--- src/shared/crs_regs.svh ---
// Offsets, field positions, reset values and fixed counts of the CPU register set.
// Assumes a 32-bit AHB-Lite register window with one register per aligned word.
`ifndef CRS_REGS_SVH
`define CRS_REGS_SVH

// Register byte offsets
`define CRS_OFF_GEN_PAIR 8'h00
`define CRS_OFF_INT_PAGE 8'h04
`define CRS_OFF_REFRESH 8'h08
`define CRS_OFF_INDEX_FIRST 8'h0c
`define CRS_OFF_INDEX_SECOND 8'h10
`define CRS_OFF_STACK_TOP 8'h14
`define CRS_OFF_NEXT_FETCH 8'h18
`define CRS_OFF_INT_CTRL 8'h1c
`define CRS_OFF_COMMAND 8'h20

// Interrupt control word fields
`define CRS_CTRL_IFF1_BIT 0
`define CRS_CTRL_IFF2_BIT 1
`define CRS_CTRL_MODE_LSB 2
`define CRS_CTRL_ALT_BIT 4
// Command word fields
`define CRS_CMD_EXCHANGE_BIT 0

// Reset values
`define CRS_RST_BYTE 8'h00
`define CRS_RST_WORD 16'h0000
`define CRS_RST_STACK 16'hffff
`define CRS_RST_NEXT_FETCH 16'h0000

// Fixed service addresses and step sizes
`define CRS_NMI_SERVICE 16'h0066
`define CRS_MODE1_SERVICE 16'h0038
`define CRS_STACK_STEP 16'h0002
`define CRS_FETCH_STEP 16'h0001

`endif

--- src/shared/crs_pkg.sv ---
// Types shared by the CPU register set and its surroundings.
// Assumes crs_regs.svh holds all numeric constants.
package crs_pkg;
   // Maskable interrupt response modes held in the mode flops
   typedef enum logic [1:0] {
      CRS_MODE_0 = 2'b00,
      CRS_MODE_1 = 2'b01,
      CRS_MODE_2 = 2'b10
   } crs_int_mode_t;

   typedef logic [15:0] crs_word_t;
   typedef logic [7:0] crs_byte_t;
endpackage

--- src/verilog/crs_register_set.sv ---
// Programmer-visible register set of an 8-bit CPU core with an AHB-Lite register window.
// Assumes the decoder issues at most one interrupt-flop operation per cycle
// and that the AHB master performs single word transfers only.
`timescale 1ns/1ns
`include "crs_regs.svh"

module crs_register_set
   import crs_pkg::*;
(
   // Clock and reset
   input wire logic hclk,
   input wire logic hresetn,
   // AHB-Lite slave
   input wire logic hsel,
   input wire logic [31:0] haddr,
   input wire logic [1:0] htrans,
   input wire logic hwrite,
   input wire logic [2:0] hsize,
   input wire logic [31:0] hwdata,
   input wire logic hready,
   output logic hreadyout,
   output logic hresp,
   output logic [31:0] hrdata,
   // General pair from the datapath
   input wire logic gp_we_upper,
   input wire logic gp_we_lower,
   input wire logic [15:0] gp_wdata,
   input wire logic exchange,
   output logic [15:0] gp_pair,
   // Fetch, program counter and stack
   input wire logic fetch,
   input wire logic pc_inc,
   input wire logic pc_load,
   input wire logic [15:0] pc_value,
   input wire logic sp_push,
   input wire logic sp_pop,
   output logic [15:0] next_fetch_address,
   output logic [15:0] stack_top_pointer,
   output logic [15:0] refresh_addr,
   output logic [15:0] index_first,
   output logic [15:0] index_second,
   // Interrupt control
   input wire logic ei,
   input wire logic di,
   input wire logic nmi_accept,
   input wire logic return_from_nonmaskable,
   input wire logic im_set,
   input wire logic [1:0] im_value,
   input wire logic int_ack,
   input wire logic [7:0] periph_vector,
   output logic [1:0] int_enable_flops,
   output logic [1:0] int_mode_flops,
   output logic [15:0] service_addr,
   output logic vector_odd
);

   logic [7:0] upper_q [2];
   logic [7:0] lower_q [2];
   logic alt_sel_q;
   logic [7:0] int_page_q;
   logic [7:0] refresh_q;
   logic [15:0] refresh_addr_q;
   logic [15:0] index_first_q;
   logic [15:0] index_second_q;
   logic [15:0] stack_q;
   logic [15:0] pc_q;
   logic iff1_q;
   logic iff2_q;
   crs_int_mode_t mode_q;
   logic [15:0] service_q;
   logic vector_odd_q;
   logic dp_wr_q;
   logic [7:0] dp_addr_q;
   logic [31:0] hrdata_q;
   logic ap_valid;
   logic bus_wr;

   // Read decode only; the write-hit check uses is_wr instead
   function automatic logic [31:0] reg_read(input logic [7:0] a);
      logic [31:0] r;
      r = 32'h0000_0000;
      case (a)
         `CRS_OFF_GEN_PAIR: r = {16'h0000, upper_q[alt_sel_q], lower_q[alt_sel_q]};
         `CRS_OFF_INT_PAGE: r = {24'h00_0000, int_page_q};
         `CRS_OFF_REFRESH: r = {24'h00_0000, refresh_q};
         `CRS_OFF_INDEX_FIRST: r = {16'h0000, index_first_q};
         `CRS_OFF_INDEX_SECOND: r = {16'h0000, index_second_q};
         `CRS_OFF_STACK_TOP: r = {16'h0000, stack_q};
         `CRS_OFF_NEXT_FETCH: r = {16'h0000, pc_q};
         `CRS_OFF_INT_CTRL: r = {27'h000_0000, alt_sel_q, mode_q, iff2_q, iff1_q};
         default: r = 32'h0000_0000;
      endcase
      return r;
   endfunction

   function automatic logic is_wr(input logic [7:0] a, input logic [7:0] off);
      return a == off;
   endfunction

   // Zero-wait slave; every response is OKAY
   assign hreadyout = 1'b1;
   assign hresp = 1'b0;
   assign hrdata = hrdata_q;
   assign ap_valid = hsel & htrans[1] & hready;
   assign bus_wr = dp_wr_q;

   // Address phase capture; read data is fetched early so it comes from a flop
   always_ff @(posedge hclk or negedge hresetn)
   begin
      if (!hresetn)
      begin
         dp_wr_q <= 1'b0;
         dp_addr_q <= 8'h00;
         hrdata_q <= 32'h0000_0000;
      end
      else
      begin
         dp_wr_q <= ap_valid & hwrite;
         dp_addr_q <= haddr[7:0];
         if (ap_valid & ~hwrite)
            hrdata_q <= (haddr[31:8] == 24'h00_0000) ? reg_read(haddr[7:0]) : 32'h0000_0000;
      end
   end

   // Visible copy select; a swap only flips the pointer, so it is atomic
   always_ff @(posedge hclk or negedge hresetn)
   begin
      if (!hresetn)
         alt_sel_q <= 1'b0;
      else if (exchange | (bus_wr & is_wr(dp_addr_q, `CRS_OFF_COMMAND)
               & hwdata[`CRS_CMD_EXCHANGE_BIT]))
         alt_sel_q <= ~alt_sel_q;
   end

   // Two copies of the pair; only the visible one takes writes
   generate
      for (genvar b = 0; b < 2; b++)
      begin : g_bank
         always_ff @(posedge hclk or negedge hresetn)
         begin
            if (!hresetn)
            begin
               upper_q[b] <= `CRS_RST_BYTE;
               lower_q[b] <= `CRS_RST_BYTE;
            end
            else if (alt_sel_q == 1'(b))
            begin
               // Datapath writes win over a bus write in the same cycle
               if (gp_we_upper)
                  upper_q[b] <= gp_wdata[15:8];
               else if (bus_wr & is_wr(dp_addr_q, `CRS_OFF_GEN_PAIR))
                  upper_q[b] <= hwdata[15:8];
               if (gp_we_lower)
                  lower_q[b] <= gp_wdata[7:0];
               else if (bus_wr & is_wr(dp_addr_q, `CRS_OFF_GEN_PAIR))
                  lower_q[b] <= hwdata[7:0];
            end
         end
      end
   endgenerate
   assign gp_pair = {upper_q[alt_sel_q], lower_q[alt_sel_q]};

   // Page and index registers are software-loaded only
   always_ff @(posedge hclk or negedge hresetn)
   begin
      if (!hresetn)
      begin
         int_page_q <= `CRS_RST_BYTE;
         index_first_q <= `CRS_RST_WORD;
         index_second_q <= `CRS_RST_WORD;
      end
      else if (bus_wr)
      begin
         if (is_wr(dp_addr_q, `CRS_OFF_INT_PAGE))
            int_page_q <= hwdata[7:0];
         if (is_wr(dp_addr_q, `CRS_OFF_INDEX_FIRST))
            index_first_q <= hwdata[15:0];
         if (is_wr(dp_addr_q, `CRS_OFF_INDEX_SECOND))
            index_second_q <= hwdata[15:0];
      end
   end

   // Refresh counter; the fetch increment beats a software load
   always_ff @(posedge hclk or negedge hresetn)
   begin
      if (!hresetn)
      begin
         refresh_q <= `CRS_RST_BYTE;
         refresh_addr_q <= `CRS_RST_WORD;
      end
      else if (fetch)
      begin
         refresh_addr_q <= {int_page_q, refresh_q};
         refresh_q <= refresh_q + 8'h01;
      end
      else if (bus_wr & is_wr(dp_addr_q, `CRS_OFF_REFRESH))
         refresh_q <= hwdata[7:0];
   end

   // Stack pointer moves by one word per push or pop
   always_ff @(posedge hclk or negedge hresetn)
   begin
      if (!hresetn)
         stack_q <= `CRS_RST_STACK;
      else if (sp_push)
         stack_q <= stack_q - `CRS_STACK_STEP;
      else if (sp_pop)
         stack_q <= stack_q + `CRS_STACK_STEP;
      else if (bus_wr & is_wr(dp_addr_q, `CRS_OFF_STACK_TOP))
         stack_q <= hwdata[15:0];
   end

   // Program counter; a pc_load of pc_value beats an increment, which beats a bus write
   always_ff @(posedge hclk or negedge hresetn)
   begin
      if (!hresetn)
         pc_q <= `CRS_RST_NEXT_FETCH;
      else if (pc_load)
         pc_q <= pc_value;
      else if (pc_inc)
         pc_q <= pc_q + `CRS_FETCH_STEP;
      else if (bus_wr & is_wr(dp_addr_q, `CRS_OFF_NEXT_FETCH))
         pc_q <= hwdata[15:0];
   end

   // Enable flops; an NMI accept outranks every other source
   always_ff @(posedge hclk or negedge hresetn)
   begin
      if (!hresetn)
      begin
         iff1_q <= 1'b0;
         iff2_q <= 1'b0;
      end
      else if (nmi_accept)
      begin
         iff2_q <= iff1_q;
         iff1_q <= 1'b0;
      end
      else if (ei)
      begin
         iff1_q <= 1'b1;
         iff2_q <= 1'b1;
      end
      else if (di)
      begin
         iff1_q <= 1'b0;
         iff2_q <= 1'b0;
      end
      else if (return_from_nonmaskable)
         iff1_q <= iff2_q;
      else if (bus_wr & is_wr(dp_addr_q, `CRS_OFF_INT_CTRL))
      begin
         iff1_q <= hwdata[`CRS_CTRL_IFF1_BIT];
         iff2_q <= hwdata[`CRS_CTRL_IFF2_BIT];
      end
   end

   // Mode flops; the unused code 3 is refused and the mode kept
   always_ff @(posedge hclk or negedge hresetn)
   begin
      if (!hresetn)
         mode_q <= CRS_MODE_0;
      else if (im_set & (im_value != 2'b11))
         mode_q <= crs_int_mode_t'(im_value);
      else if (bus_wr & is_wr(dp_addr_q, `CRS_OFF_INT_CTRL)
               & (hwdata[`CRS_CTRL_MODE_LSB+1 -: 2] != 2'b11))
         mode_q <= crs_int_mode_t'(hwdata[`CRS_CTRL_MODE_LSB+1 -: 2]);
   end
   assign int_enable_flops = {iff2_q, iff1_q};
   assign int_mode_flops = mode_q;

   // Service address; bit 0 of the vector is forced low so a bad peripheral
   // cannot send the table read to an odd word
   always_ff @(posedge hclk or negedge hresetn)
   begin
      if (!hresetn)
      begin
         service_q <= `CRS_RST_WORD;
         vector_odd_q <= 1'b0;
      end
      else if (nmi_accept)
         service_q <= `CRS_NMI_SERVICE;
      else if (int_ack)
      begin
         unique case (mode_q)
            CRS_MODE_2:
            begin
               service_q <= {int_page_q, periph_vector[7:1], 1'b0};
               vector_odd_q <= periph_vector[0];
            end
            CRS_MODE_1: service_q <= `CRS_MODE1_SERVICE;
            CRS_MODE_0: service_q <= service_q;
            default: service_q <= service_q;
         endcase
      end
   end

   assign next_fetch_address = pc_q;
   assign stack_top_pointer = stack_q;
   assign refresh_addr = refresh_addr_q;
   assign index_first = index_first_q;
   assign index_second = index_second_q;
   assign service_addr = service_q;
   assign vector_odd = vector_odd_q;

   // Checks
   property p_pair_bytes;
      @(posedge hclk) disable iff (!hresetn)
      (gp_we_upper & ~gp_we_lower & ~exchange) |=> gp_pair == {$past(gp_wdata[15:8]),
         $past(gp_pair[7:0])};
   endproperty
   a_pair_bytes: assert property (p_pair_bytes) else $error("upper write bad");

   property p_bus_pair;
      @(posedge hclk) disable iff (!hresetn)
      (bus_wr & dp_addr_q == `CRS_OFF_GEN_PAIR & ~gp_we_upper & ~gp_we_lower & ~exchange)
      |=> gp_pair == $past(hwdata[15:0]);
   endproperty
   a_bus_pair: assert property (p_bus_pair) else $error("pair byte order bad");

   property p_refresh;
      @(posedge hclk) disable iff (!hresetn)
      fetch |=> (refresh_q == $past(refresh_q) + 8'h01) && (refresh_addr[7:0] == $past(refresh_q));
   endproperty
   a_refresh: assert property (p_refresh) else $error("refresh step bad");

   property p_push;
      @(posedge hclk) disable iff (!hresetn)
      sp_push |=> stack_top_pointer == $past(stack_top_pointer) - `CRS_STACK_STEP;
   endproperty
   a_push: assert property (p_push) else $error("push step bad");

   property p_pc_inc;
      @(posedge hclk) disable iff (!hresetn)
      (pc_inc & ~pc_load) |=> next_fetch_address == $past(next_fetch_address) + 16'h0001;
   endproperty
   a_pc_inc: assert property (p_pc_inc) else $error("pc step bad");

   property p_ei;
      @(posedge hclk) disable iff (!hresetn)
      (ei & ~nmi_accept) |=> int_enable_flops == 2'b11;
   endproperty
   a_ei: assert property (p_ei) else $error("enable not set");

   property p_nmi;
      @(posedge hclk) disable iff (!hresetn)
      nmi_accept |=> (int_enable_flops == {$past(iff1_q), 1'b0}) &&
         (service_addr == `CRS_NMI_SERVICE);
   endproperty
   a_nmi: assert property (p_nmi) else $error("nmi copy bad");

   property p_mode;
      @(posedge hclk) disable iff (!hresetn)
      (im_set & im_value != 2'b11) |=> int_mode_flops == $past(im_value);
   endproperty
   a_mode: assert property (p_mode) else $error("mode not taken");

   property p_vector;
      @(posedge hclk) disable iff (!hresetn)
      (int_ack & ~nmi_accept & mode_q == CRS_MODE_2) |=>
         service_addr == {$past(int_page_q), $past(periph_vector[7:1]), 1'b0};
   endproperty
   a_vector: assert property (p_vector) else $error("vector address bad");

   property p_swap;
      @(posedge hclk) disable iff (!hresetn)
      (exchange & ~bus_wr) |=> gp_pair == {$past(upper_q[~alt_sel_q]), $past(lower_q[~alt_sel_q])};
   endproperty
   a_swap: assert property (p_swap) else $error("exchange bad");

   c_swap_twice: cover property (@(posedge hclk) disable iff (!hresetn) exchange ##1 exchange);
   c_nmi_return: cover property (@(posedge hclk) disable iff (!hresetn)
      nmi_accept ##[1:20] return_from_nonmaskable);
   c_vectored: cover property (@(posedge hclk) disable iff (!hresetn)
      int_ack & mode_q == CRS_MODE_2);

endmodule

--- config.mk ---
export PLATFORM = sky130hd
export DESIGN_NAME = crs_register_set
export DESIGN_NICKNAME = d
export VERILOG_FILES = /design/src/shared/crs_pkg.sv /design/src/verilog/crs_register_set.sv
export VERILOG_INCLUDE_DIRS = /design/src /design/src/shared
export SDC_FILE = /design/constraint.sdc
export NUM_CORES = 1
export LEC_CHECK = 0
export ABC_AREA = 0
export BUFFER_PORTS_ARGS = -buffer_cell sky130_fd_sc_hd__buf_2
export CAP_MARGIN = 30
export CORE_ASPECT_RATIO = 0.8
export CORE_MARGIN = 2
export CORE_UTILIZATION = 54
export CTS_BUF_LIST = sky130_fd_sc_hd__clkbuf_8
export CTS_CLUSTER_DIAMETER = 200
export CTS_CLUSTER_SIZE = 12
export DETAILED_ROUTE_END_ITERATION = 8
export GPL_ROUTABILITY_DRIVEN = 1
export PLACE_DENSITY = 0.79
export SLEW_MARGIN = 20
export SYNTH_ARGS = -nofsm -noshare
export SYNTH_HDL_FRONTEND = slang
export SYNTH_SLANG_ARGS = --single-unit
--- constraint.sdc ---
create_clock -name hclk -period 3.05 [get_ports hclk]
set_clock_uncertainty 0.2 [all_clocks]
set_input_delay 0.61 -clock hclk [delete_from_list [all_inputs] [get_ports hclk]]
set_output_delay 0.61 -clock hclk [all_outputs]
set_load 0.1 [all_outputs]
==> results of run 1 <==
-- cell usage in the layout (no fill, tap or decap), types with 6 or more instances in the layout --
cell        n
buf_2     240
dfrtp_1   157
mux2_2    125
nor2_1     57
nand2_1    38
a21oi_1    38
a22oi_1    25
o21ai_0    24
buf_4      24
nor3_1     19
conb_1     19
inv_1      18
a211oi_1   18
clkbuf_8   17
xnor2_1    16
dfstp_2    16
nand3_1    15
a21o_1     13
a222oi_1   13
a31oi_1    13
xor2_1     13
nor4_1     13
a221o_1    13
a22o_1     10
nor2b_1    10
or3_1      10
nand4_1     9
mux2i_1     8
and2_1      6
-- worst max path at each step --
| stage | cells past startpoint | slack [ns] | start | end |
|---|---|---|---|---|
| finish | 2 | 0.31 | alt_sel_q$_DFFE_PN0P_ | gp_pair[7] |
| global route | 2 | 0.27 | alt_sel_q$_DFFE_PN0P_ | gp_pair[5] |
| CTS | 2 | 0.04 | alt_sel_q$_DFFE_PN0P_ | gp_pair[5] |
| detailed placement | 6 | 0.34 | haddr[1] | hrdata[0]$_DFFE_PN0P_ |
| global placement | 6 | 0.36 | haddr[1] | hrdata[0]$_DFFE_PN0P_ |
| floorplan | 6 | 0.16 | next_fetch_address[2]$_DFFE_PN0P_ | next_fetch_address[15]$_DFFE_PN0P_ |
-- power groups by stage --
stage / Clock [mW] / Combinational (mW) / Sequential [mW]
final: 1.73 / 4.45 / 3.37
after global routing: 1.85 / 4.63 / 3.42
after CTS: 1.75 / 4.45 / 3.34
after detailed placement: 0 / 4.44 / 3.39
after global placement: 0 / 4.39 / 3.36
after floorplan: 0 / 2.66 / 4.27
-- final cells by class --
class | count | area [sq um] | share of cell area (%)
multi-input combinational | 617 | 4600 | 41.1
sequential | 174 | 4380 | 39.1
timing repair buffer | 268 | 1440 | 12.9
tap | 225 | 282 | 2.52
clock buffer | 17 | 234 | 2.09
clock inverter | 15 | 185 | 1.66
inverter | 17 | 63.8 | 0.571
-- flip-flops by register name, indices dropped and copies added, names as in the netlist --
signal and count:
lower_q 16, service_addr 15, index_second 16, int_page_q 8, upper_q 16, refresh_q 8
stack_top_pointer 16, bus_wr 1, vector_odd 1, iff1_q 1, iff2_q 1, index_first 16
int_mode_flops 2, hrdata 16, next_fetch_address 16, alt_sel_q 1, dp_addr_q 8, refresh_addr 16
-- cells in the mapped netlist, drive strengths merged (4+ instances only) --
cell    count  area share, %
a22o       10           0.93
dfstp      16            4.5
o21ai      27            1.4
clkbuf     41            1.7
or4         5           0.44
a21oi      38            2.0
nor4       13           0.87
o22ai       5           0.33
mux2      125             15
nor2       60            2.5
nor4b       4           0.51
a311oi      4           0.37
a31oi      13           0.87
mux2i       8           0.85
or3        12           0.91
buf        39            2.7
ha          4           0.53
a222oi     13            1.4
inv        17           0.68
a41oi       5           0.47
a221o      13            1.4
and2        6           0.40
a21o       13            1.0
a22oi      25            2.0
xnor2      16            1.5
nand2      38            1.5
nand3      15           0.80
nor2b      10           0.67
nand4      10           0.73
and4        5           0.47
o21a        4           0.32
a211oi     18            1.4
nand2b      4           0.27
dfrtp     158             42
nor3       20            1.2
or4b        4           0.47
xor2       13            1.2
-- worst max-delay path, delay by kind of cell (launching register included) --
family	cells	cell delay [ns]
DFF	1	0.70
muxes	1	0.45
buffers and inverters	1	0.31
-- timing repair --
| item | CTS | global route |
|---|---|---|
| setup endpoints to repair | 0 | 10 |
| endpoints found under the hold margin | 54 | 0 |
| hold buffers | 1 | 0 |
| gates resized for setup | 0 | 1 |
-- logic make-up (layout without fill, tap and decap cells) --
kind of cell | Yosys count | after routing | share of synthesized area, %
flip-flops | 174 | 174 | 46.6
AO/OA/AOI/OAI | 210 | 210 | 16.1
other | 2 | 19 | 0.0800
multiplexers | 133 | 133 | 15.8
buffers and inverters | 97 | 317 | 5.11
XOR/XNOR | 29 | 29 | 2.71
adder cells (fa/ha/maj) | 4 | 4 | 0.533
AND/OR/NAND/NOR | 222 | 222 | 13.0
-- stage by stage --
| stage | setup slack [ns] | power (mW) | utilization, % | hold slack, ns |
|---|---|---|---|---|
| after floorplan | 0.165 | 6.93 | - | 0.114 |
| after global placement | 0.358 | 7.75 | 62.6 | 0.263 |
| after detailed placement | 0.344 | 7.82 | 62.6 | 0.262 |
| after CTS | 0.0377 | 9.54 | 65.1 | 0.0930 |
| after global routing | 0.275 | 9.90 | 65.1 | 0.0957 |
| final | 0.306 | 9.55 | 65.1 | 0.111 |
-- layer usage --
metal / vias up / GRT usage, %
met3: 45 / 7.30
met2: 482 / 47.1
met1: 4026 / 47.2
met5: - / 0
met4: 0 / 10.0
li1: 3681 / -
==> summary.txt, run 1 <==
number of flops mapped to enable cells by yosys - 0
max layer used - met4
crit path kind - reg2out
Logic pwr share - 46.6%
Layout Cells excl Fill - 1333
clk slew on worst S/H paths - 0.10 ns
Arr. time, crit path - 1.93 ns
die span in y - 122 microns
maximum buffer depth of the clock tree - 2
Post-CTS Setup Bufs - 0
master of the slowest instance on the critical path - dfrtp_2
Int Pwr - 4.63 mW
post-route cell area - 0.0112 sq mm
Hold Path Sink - dp_addr_q[5]$_DFF_PN0_
Fin. Hold Viols - 0
initial antenna violation count - 0
VDD IR max - 0.592 mV
first-pass GRT wire length - 44100 microns
endpoints failing setup - 0
HPWL Detailed - 21700 microns
H-tree levels - 4
RR Startpoint - bus_wr$_DFF_PN0_
synth unique cells - 74
I/O Buffers - 241
PwrDens - 855 mW/mm^2
Area Overhead vs Synth - 19.1%
Post-Route M1 WL - 12600 microns
ANT nets after route - 0
worst-margin pin slew - 0.888 ns
gr usage total - 32.0%
YS warnings - 0
top_reg_cell synth - dfrtp_1
Synth async-reset ratio - 100%
Fillers - 1382
std cell rows - 43
Final Slew Violations - 0
worst path cell trace - mux2_2, buf_2
CTS buffer count - 17
setup repair after global routing missed its margin - false
DR WL met3 - 3170 microns
Critical Path RT - 2.24 ns
Crit Reg-Reg Endpoint - index_first[5]$_DFFE_PN0P_
hold_sp - haddr[5]
GPL Wtd Cong - 0.956
Initial DRC Count - 799
Root Buffer - clkbuf_8
largest net degree at the start of global routing - 65
CP startpoint kind - flip-flop
Cell Area, Synth - 0.00939 sq mm
initial core utilization - 54.7%
die area - 0.0185 sq mm
Vias - 8234
Seq pwr share - 35.3%
MaxCap Viol Count - 0
final worst path period share - 90.0%
CTS tree - done
CP Capture Type - primary output
Hold Crit Depth - 1
syn_area_per_cell - 10.8 sq um
Via density - 6.18
mean routed wirelength per cell - 21.8 microns
placed instance area - 0.0107 sq mm
Leak - 5.18 nW
crit path time final - 2.74 ns
CP max stage delay - 0.70 ns
r2r worst-path depth - 5
layout cells sized above 1 - 41.4%
synthesis-stage register bit count - 174
ant diodes - 0
Overflow after GRT - 0
nets - 1229
Post-Synthesis Cells - 871
Clock Sinks - 174
Max Clk Rate - 364 MHz
IO Pins - 281
Clock power frac - 18.1%
Crit Path Max Fanout - 18
HP Class - in2reg
run status - finished, final reports clean
R2R Setup Slk - 0.49 ns
Post-Route Setup TNS - 0 ns
worst-skew pair later-pin latency - 0.48 ns
vias in the first global route - 7721
Chip Width - 151 microns
Sw Ratio - 51.5%
Met2 Routed Length - 12700 microns
Rel. slew slack - 40.4%
placed insts - 1300
final wirelength - 29000 microns
core region area - 0.0172 sq mm
sequential share of the synthesized area - 46.6%
switching pwr - 4.92 mW
drt first pass iters - 7
DRC - 0
No activity file was read; power rests on OpenSTA's default activity.
==> inputs of run 2 (changes only) <==
--- a/config.mk
+++ b/config.mk
@@ -11,13 +11,13 @@
 export CAP_MARGIN = 30
 export CORE_ASPECT_RATIO = 0.8
 export CORE_MARGIN = 2
-export CORE_UTILIZATION = 54
+export CORE_UTILIZATION = 30
 export CTS_BUF_LIST = sky130_fd_sc_hd__clkbuf_8
 export CTS_CLUSTER_DIAMETER = 200
 export CTS_CLUSTER_SIZE = 12
 export DETAILED_ROUTE_END_ITERATION = 8
 export GPL_ROUTABILITY_DRIVEN = 1
-export PLACE_DENSITY = 0.79
+export PLACE_DENSITY = 0.47
 export SLEW_MARGIN = 20
 export SYNTH_ARGS = -nofsm -noshare
 export SYNTH_HDL_FRONTEND = slang
==> summary.txt, run 2 (synthesis results as in run 1) <==
setup repair after global routing missed its margin - false
Arr. time, crit path - 2.02 ns
post-route cell area - 0.0114 sq mm
Seq pwr share - 35.1%
drt first pass iters - 7
nets - 1235
endpoints failing setup - 0
Area Overhead vs Synth - 21.7%
Final Slew Violations - 0
crit path kind - reg2out
switching pwr - 5.06 mW
multi-input logic area - 0.00460 sq mm
H-tree levels - 4
Initial DRC Count - 628
die span in y - 162 microns
Int Pwr - 4.49 mW
Root Buffer - clkbuf_8
vias in the first global route - 7812
DRC - 0
final wirelength - 35200 microns
layout cells sized above 1 - 41.6%
Post-Route Setup TNS - 0 ns
Chip Width - 202 microns
Critical Path RT - 2.24 ns
initial antenna violation count - 2
largest net degree at the start of global routing - 66
std cell rows - 57
Via density - 5.29
placed instance area - 0.0110 sq mm
Buf/Inv on CP - 2
Top Family by Delay on Critical Path - flip-flops
Post-CTS Setup Bufs - 0
Overflow after GRT - 0
Clock power frac - 17.1%
Vias - 8075
worst-skew pair later-pin latency - 0.47 ns
mean routed wirelength per cell - 23.0 microns
CTS buffer count - 17
GPL Wtd Cong - 0.849
Rel. slew slack - 44.3%
Fillers - 3172
most common cell after layout, fill and taps aside - buf_2
Leak - 5.21 nW
CP startpoint kind - flip-flop
MaxCap Viol Count - 0
worst path cell trace - buf_12, mux2_2, buf_2
run status - finished, final reports clean
maximum buffer depth of the clock tree - 2
HP Class - in2reg
clk slew on worst S/H paths - 0.10 ns
commonest cells after routing, fill and taps aside - 240 x buf_2, 158 x dfrtp_1, 125 x mux2_2
register area - 0.00437 sq mm
Clock Sinks - 174
crit path time final - 2.83 ns
first-pass GRT wire length - 51600 microns
core region area - 0.0306 sq mm
Max Clk Rate - 353 MHz
initial core utilization - 30.7%
final worst path period share - 92.9%
die area - 0.0327 sq mm
VDD IR max - 0.414 mV
gr usage total - 21.2%
Pwr Total - 9.55 mW
worst-margin pin slew - 0.830 ns
Fin. Hold Viols - 0
IO Pins - 281
master of the slowest instance on the critical path - dfrtp_1
Crit Path Max Fanout - 14
Logic pwr share - 47.8%
CTS tree - done
CP max stage delay - 0.64 ns
ant diodes - 0
HPWL Detailed - 26100 microns
PwrDens - 836 mW/mm^2
I/O Buffers - 241
Sw Ratio - 53.0%
CP Capture Type - primary output
ANT nets after route - 0
[run 2: cell count changes in the layout (fill, tap and decap cells not counted), moves of 2 or more]
cell / change
inv_6: +2
bufinv_16: -2
clkinv_4: +2
clkinvlp_4: -2
buf_4: +5
[run 2: path summary, 6_finish.rpt]
check | startpoint | endpoint | slack [ns] | cells after the start
min reg2reg | hrdata[4]$_DFFE_PN0P_ | hrdata[4]$_DFFE_PN0P_ | 0.28 | 2
max | alt_sel_q$_DFFE_PN0P_ | gp_pair[10] | 0.22 | 3
max reg2reg | bus_wr$_DFF_PN0_ | index_first[3]$_DFFE_PN0P_ | 0.36 | 5
min | haddr[5] | dp_addr_q[5]$_DFF_PN0_ | 0.11 | 1
min in group asynchronous | hresetn | lower_q[1]$_DFFE_PN0P_ | 0.45 | 2
max in group asynchronous | hresetn | stack_top_pointer[8]$_DFFE_PN1P_ | 1.39 | 3
[run 2: area by class of cell]
type                       instances  area share (%)
timing repair buffer             274            13.1
sequential                       174            38.3
tap                              413            4.52
clock inverter                    15            1.20
multi-input combinational        617            40.2
inverter                          17           0.559
clock buffer                      17            2.05
[run 2: worst reg2reg max path, cell delays in order, from the launching register on]
cell and delay [ns]:
dfrtp_1 0.41, or3b_1 0.50, or3_4 0.40, nor3_4 0.44, buf_4 0.28, mux2_2 0.35
[run 2: per-layer routing]
metal	share of wire (%)	vias up	track usage, %	wire [microns]
li1	-	3699	-	-
met5	0	-	0	0
met1	49	4059	31.8	17300
met3	6.9	26	5.02	2430
met2	43	291	31.0	15000
met4	1.3	0	4.34	453
[run 2: repair_timing]
action | 4_1_cts | 5_1_grt
setup endpoints to repair | 0 | 0
hold buffers | 1 | 0
hold endpoints to repair | 41 | 0
gates resized for setup | 0 | 0
[run 2: metrics by stage]
stage,setup WS (ns),utilization [%],cells,hold slack (ns)
floorplan,0.165,-,888,0.114
global placement,0.268,36.1,1494,0.259
detailed placement,0.279,36.1,1494,0.264
CTS,0.174,37.3,1527,0.0782
global route,0.126,37.3,1527,0.0752
finish,0.216,37.3,1527,0.108
[run 2: power groups by stage]
stage                     logic, mW  clock network [mW]  registers, mW
after floorplan                2.66                   0           4.27
after global placement         4.56                   0           3.38
after detailed placement       4.57                   0           3.39
after CTS                      4.58                1.68           3.35
after global routing           4.76                1.75           3.43
final                          4.56                1.63           3.35
==> inputs of run 3 (changes only) <==
--- a/config.mk
+++ b/config.mk
@@ -11,13 +11,13 @@
 export CAP_MARGIN = 30
 export CORE_ASPECT_RATIO = 0.8
 export CORE_MARGIN = 2
-export CORE_UTILIZATION = 30
+export CORE_UTILIZATION = 35
 export CTS_BUF_LIST = sky130_fd_sc_hd__clkbuf_8
 export CTS_CLUSTER_DIAMETER = 200
 export CTS_CLUSTER_SIZE = 12
 export DETAILED_ROUTE_END_ITERATION = 8
 export GPL_ROUTABILITY_DRIVEN = 1
-export PLACE_DENSITY = 0.47
+export PLACE_DENSITY = 0.54
 export SLEW_MARGIN = 20
 export SYNTH_ARGS = -nofsm -noshare
 export SYNTH_HDL_FRONTEND = slang
==> summary.txt, run 3 (synthesis results as in run 1) <==
run status - finished, final reports clean
Chip Width - 187 microns
GPL Wtd Cong - 0.868
R2R Setup Slk - 0.38 ns
vias in the first global route - 7769
initial antenna violation count - 0
Via density - 5.47
RR Startpoint - bus_wr$_DFF_PN0_
most common cell after layout, fill and taps aside - buf_2
final worst path period share - 90.0%
Root Buffer - clkbuf_8
first-pass GRT wire length - 49400 microns
H-tree levels - 4
clk slew on worst S/H paths - 0.09 ns
master of the slowest instance on the critical path - dfrtp_1
mean routed wirelength per cell - 22.2 microns
std cell rows - 53
VDD IR max - 0.469 mV
die span in y - 150 microns
hold_sp - haddr[6]
Top Family by Delay on Critical Path - flip-flops
core region area - 0.0263 sq mm
die area - 0.0282 sq mm
Buf/Inv on CP - 2
Max Clk Rate - 364 MHz
ANT nets after route - 0
Crit Reg-Reg Endpoint - index_first[6]$_DFFE_PN0P_
crit path time final - 2.74 ns
Fin. Hold Viols - 0
I/O Buffers - 241
crit path kind - reg2out
gr usage total - 23.3%
MaxCap Viol Count - 0
post-route core utilization - 43.1%
CTS tree - done
nets - 1231
Leak - 5.20 nW
HPWL Detailed - 24400 microns
Rel. slew slack - 41.5%
initial core utilization - 35.7%
Final Slew Violations - 0
Crit Path Max Fanout - 17
maximum buffer depth of the clock tree - 2
DRC - 0
IO Pins - 281
CP max stage delay - 0.54 ns
HP Class - in2reg
worst path cell trace - buf_12, mux2_2, buf_2
PwrDens - 842 mW/mm^2
Hold Crit Depth - 1
Clock Sinks - 174
r2r worst-path depth - 5
Hold Path Sink - dp_addr_q[6]$_DFF_PN0_
setup repair after global routing missed its margin - false
Post-Route Setup TNS - 0 ns
Initial DRC Count - 689
worst-margin pin slew - 0.871 ns
Overflow after GRT - 0
worst-skew pair later-pin latency - 0.47 ns
Critical Path RT - 2.24 ns
drt first pass iters - 7
CP startpoint kind - flip-flop
layout cells sized above 1 - 41.6%
commonest cells after routing, fill and taps aside - 239 x buf_2, 158 x dfrtp_1, 125 x mux2_2
CTS buffer count - 17
Fillers - 2610
Arr. time, crit path - 1.93 ns
Area Overhead vs Synth - 21.0%
endpoints failing setup - 0
Vias - 8024
final wirelength - 32600 microns
largest net degree at the start of global routing - 68
CP Capture Type - primary output
==> run 3: area by class of cell <==
cell class | instances | area, sq um | area share [%]
clock buffers | 17 | 234 | 2.06
multi-input cells | 617 | 4600 | 40.5
clock inverters | 15 | 151 | 1.33
well taps | 357 | 447 | 3.93
flip-flops and latches | 174 | 4370 | 38.5
inverters | 17 | 63.8 | 0.562
repair buffers | 270 | 1490 | 13.1
diodes | 1 | 2.50 | 0.0220
==> run 3: through the flow <==
step                      instances  worst slack [ns]  hold WS [ns]  area (sq um)  power [mW]
after floorplan                 888             0.165         0.114          9450        6.93
after global placement         1434             0.388         0.260         11000        7.92
after detailed placement       1434             0.410         0.264         11000        7.96
after CTS                      1467             0.264        0.0887         11400        9.62
after global routing           1467             0.239        0.0865         11400        9.98
final                          1468             0.305         0.121         11400        9.56
==> run 3: worst max path at each step <==
stage | end | depth (start not counted) | slack (ns) | startpoint
2_1_floorplan | next_fetch_address[15]$_DFFE_PN0P_ | 6 | 0.16 | next_fetch_address[2]$_DFFE_PN0P_
3_3_place_gp | hrdata[3]$_DFFE_PN0P_ | 6 | 0.39 | haddr[1]
3_5_place_dp | hrdata[2]$_DFFE_PN0P_ | 6 | 0.41 | haddr[1]
4_1_cts | gp_pair[2] | 3 | 0.26 | alt_sel_q$_DFFE_PN0P_
5_1_grt | gp_pair[2] | 3 | 0.24 | alt_sel_q$_DFFE_PN0P_
6_report | gp_pair[2] | 3 | 0.31 | alt_sel_q$_DFFE_PN0P_
==> run 3: layer usage <==
metal,up-vias,global-route usage [%],wire length [microns]
met5,-,0,0
met4,0,5.16,430
met3,26,5.76,2340
met2,281,33.7,13800
met1,4016,35.0,16000
li1,3701,-,-
==> run 3: what timing repair did <==
action | CTS | global route
resized for setup | 0 | 0
hold buffers | 1 | 0
buffers inserted | 0 | 0
endpoints found under the hold margin | 48 | 0
==> run 3: power breakdown <==
group	internal (mW)	switching, mW
clock	0.673	0.964
combinational	1.07	3.53
sequential	2.79	0.529
==> run 3: worst reg2reg max path, cell delays in order (launching register included) <==
cell     delay, ns
dfrtp_1       0.44
or3b_1        0.49
or3_4         0.40
nor3_4        0.40
buf_4         0.29
mux2_2        0.36
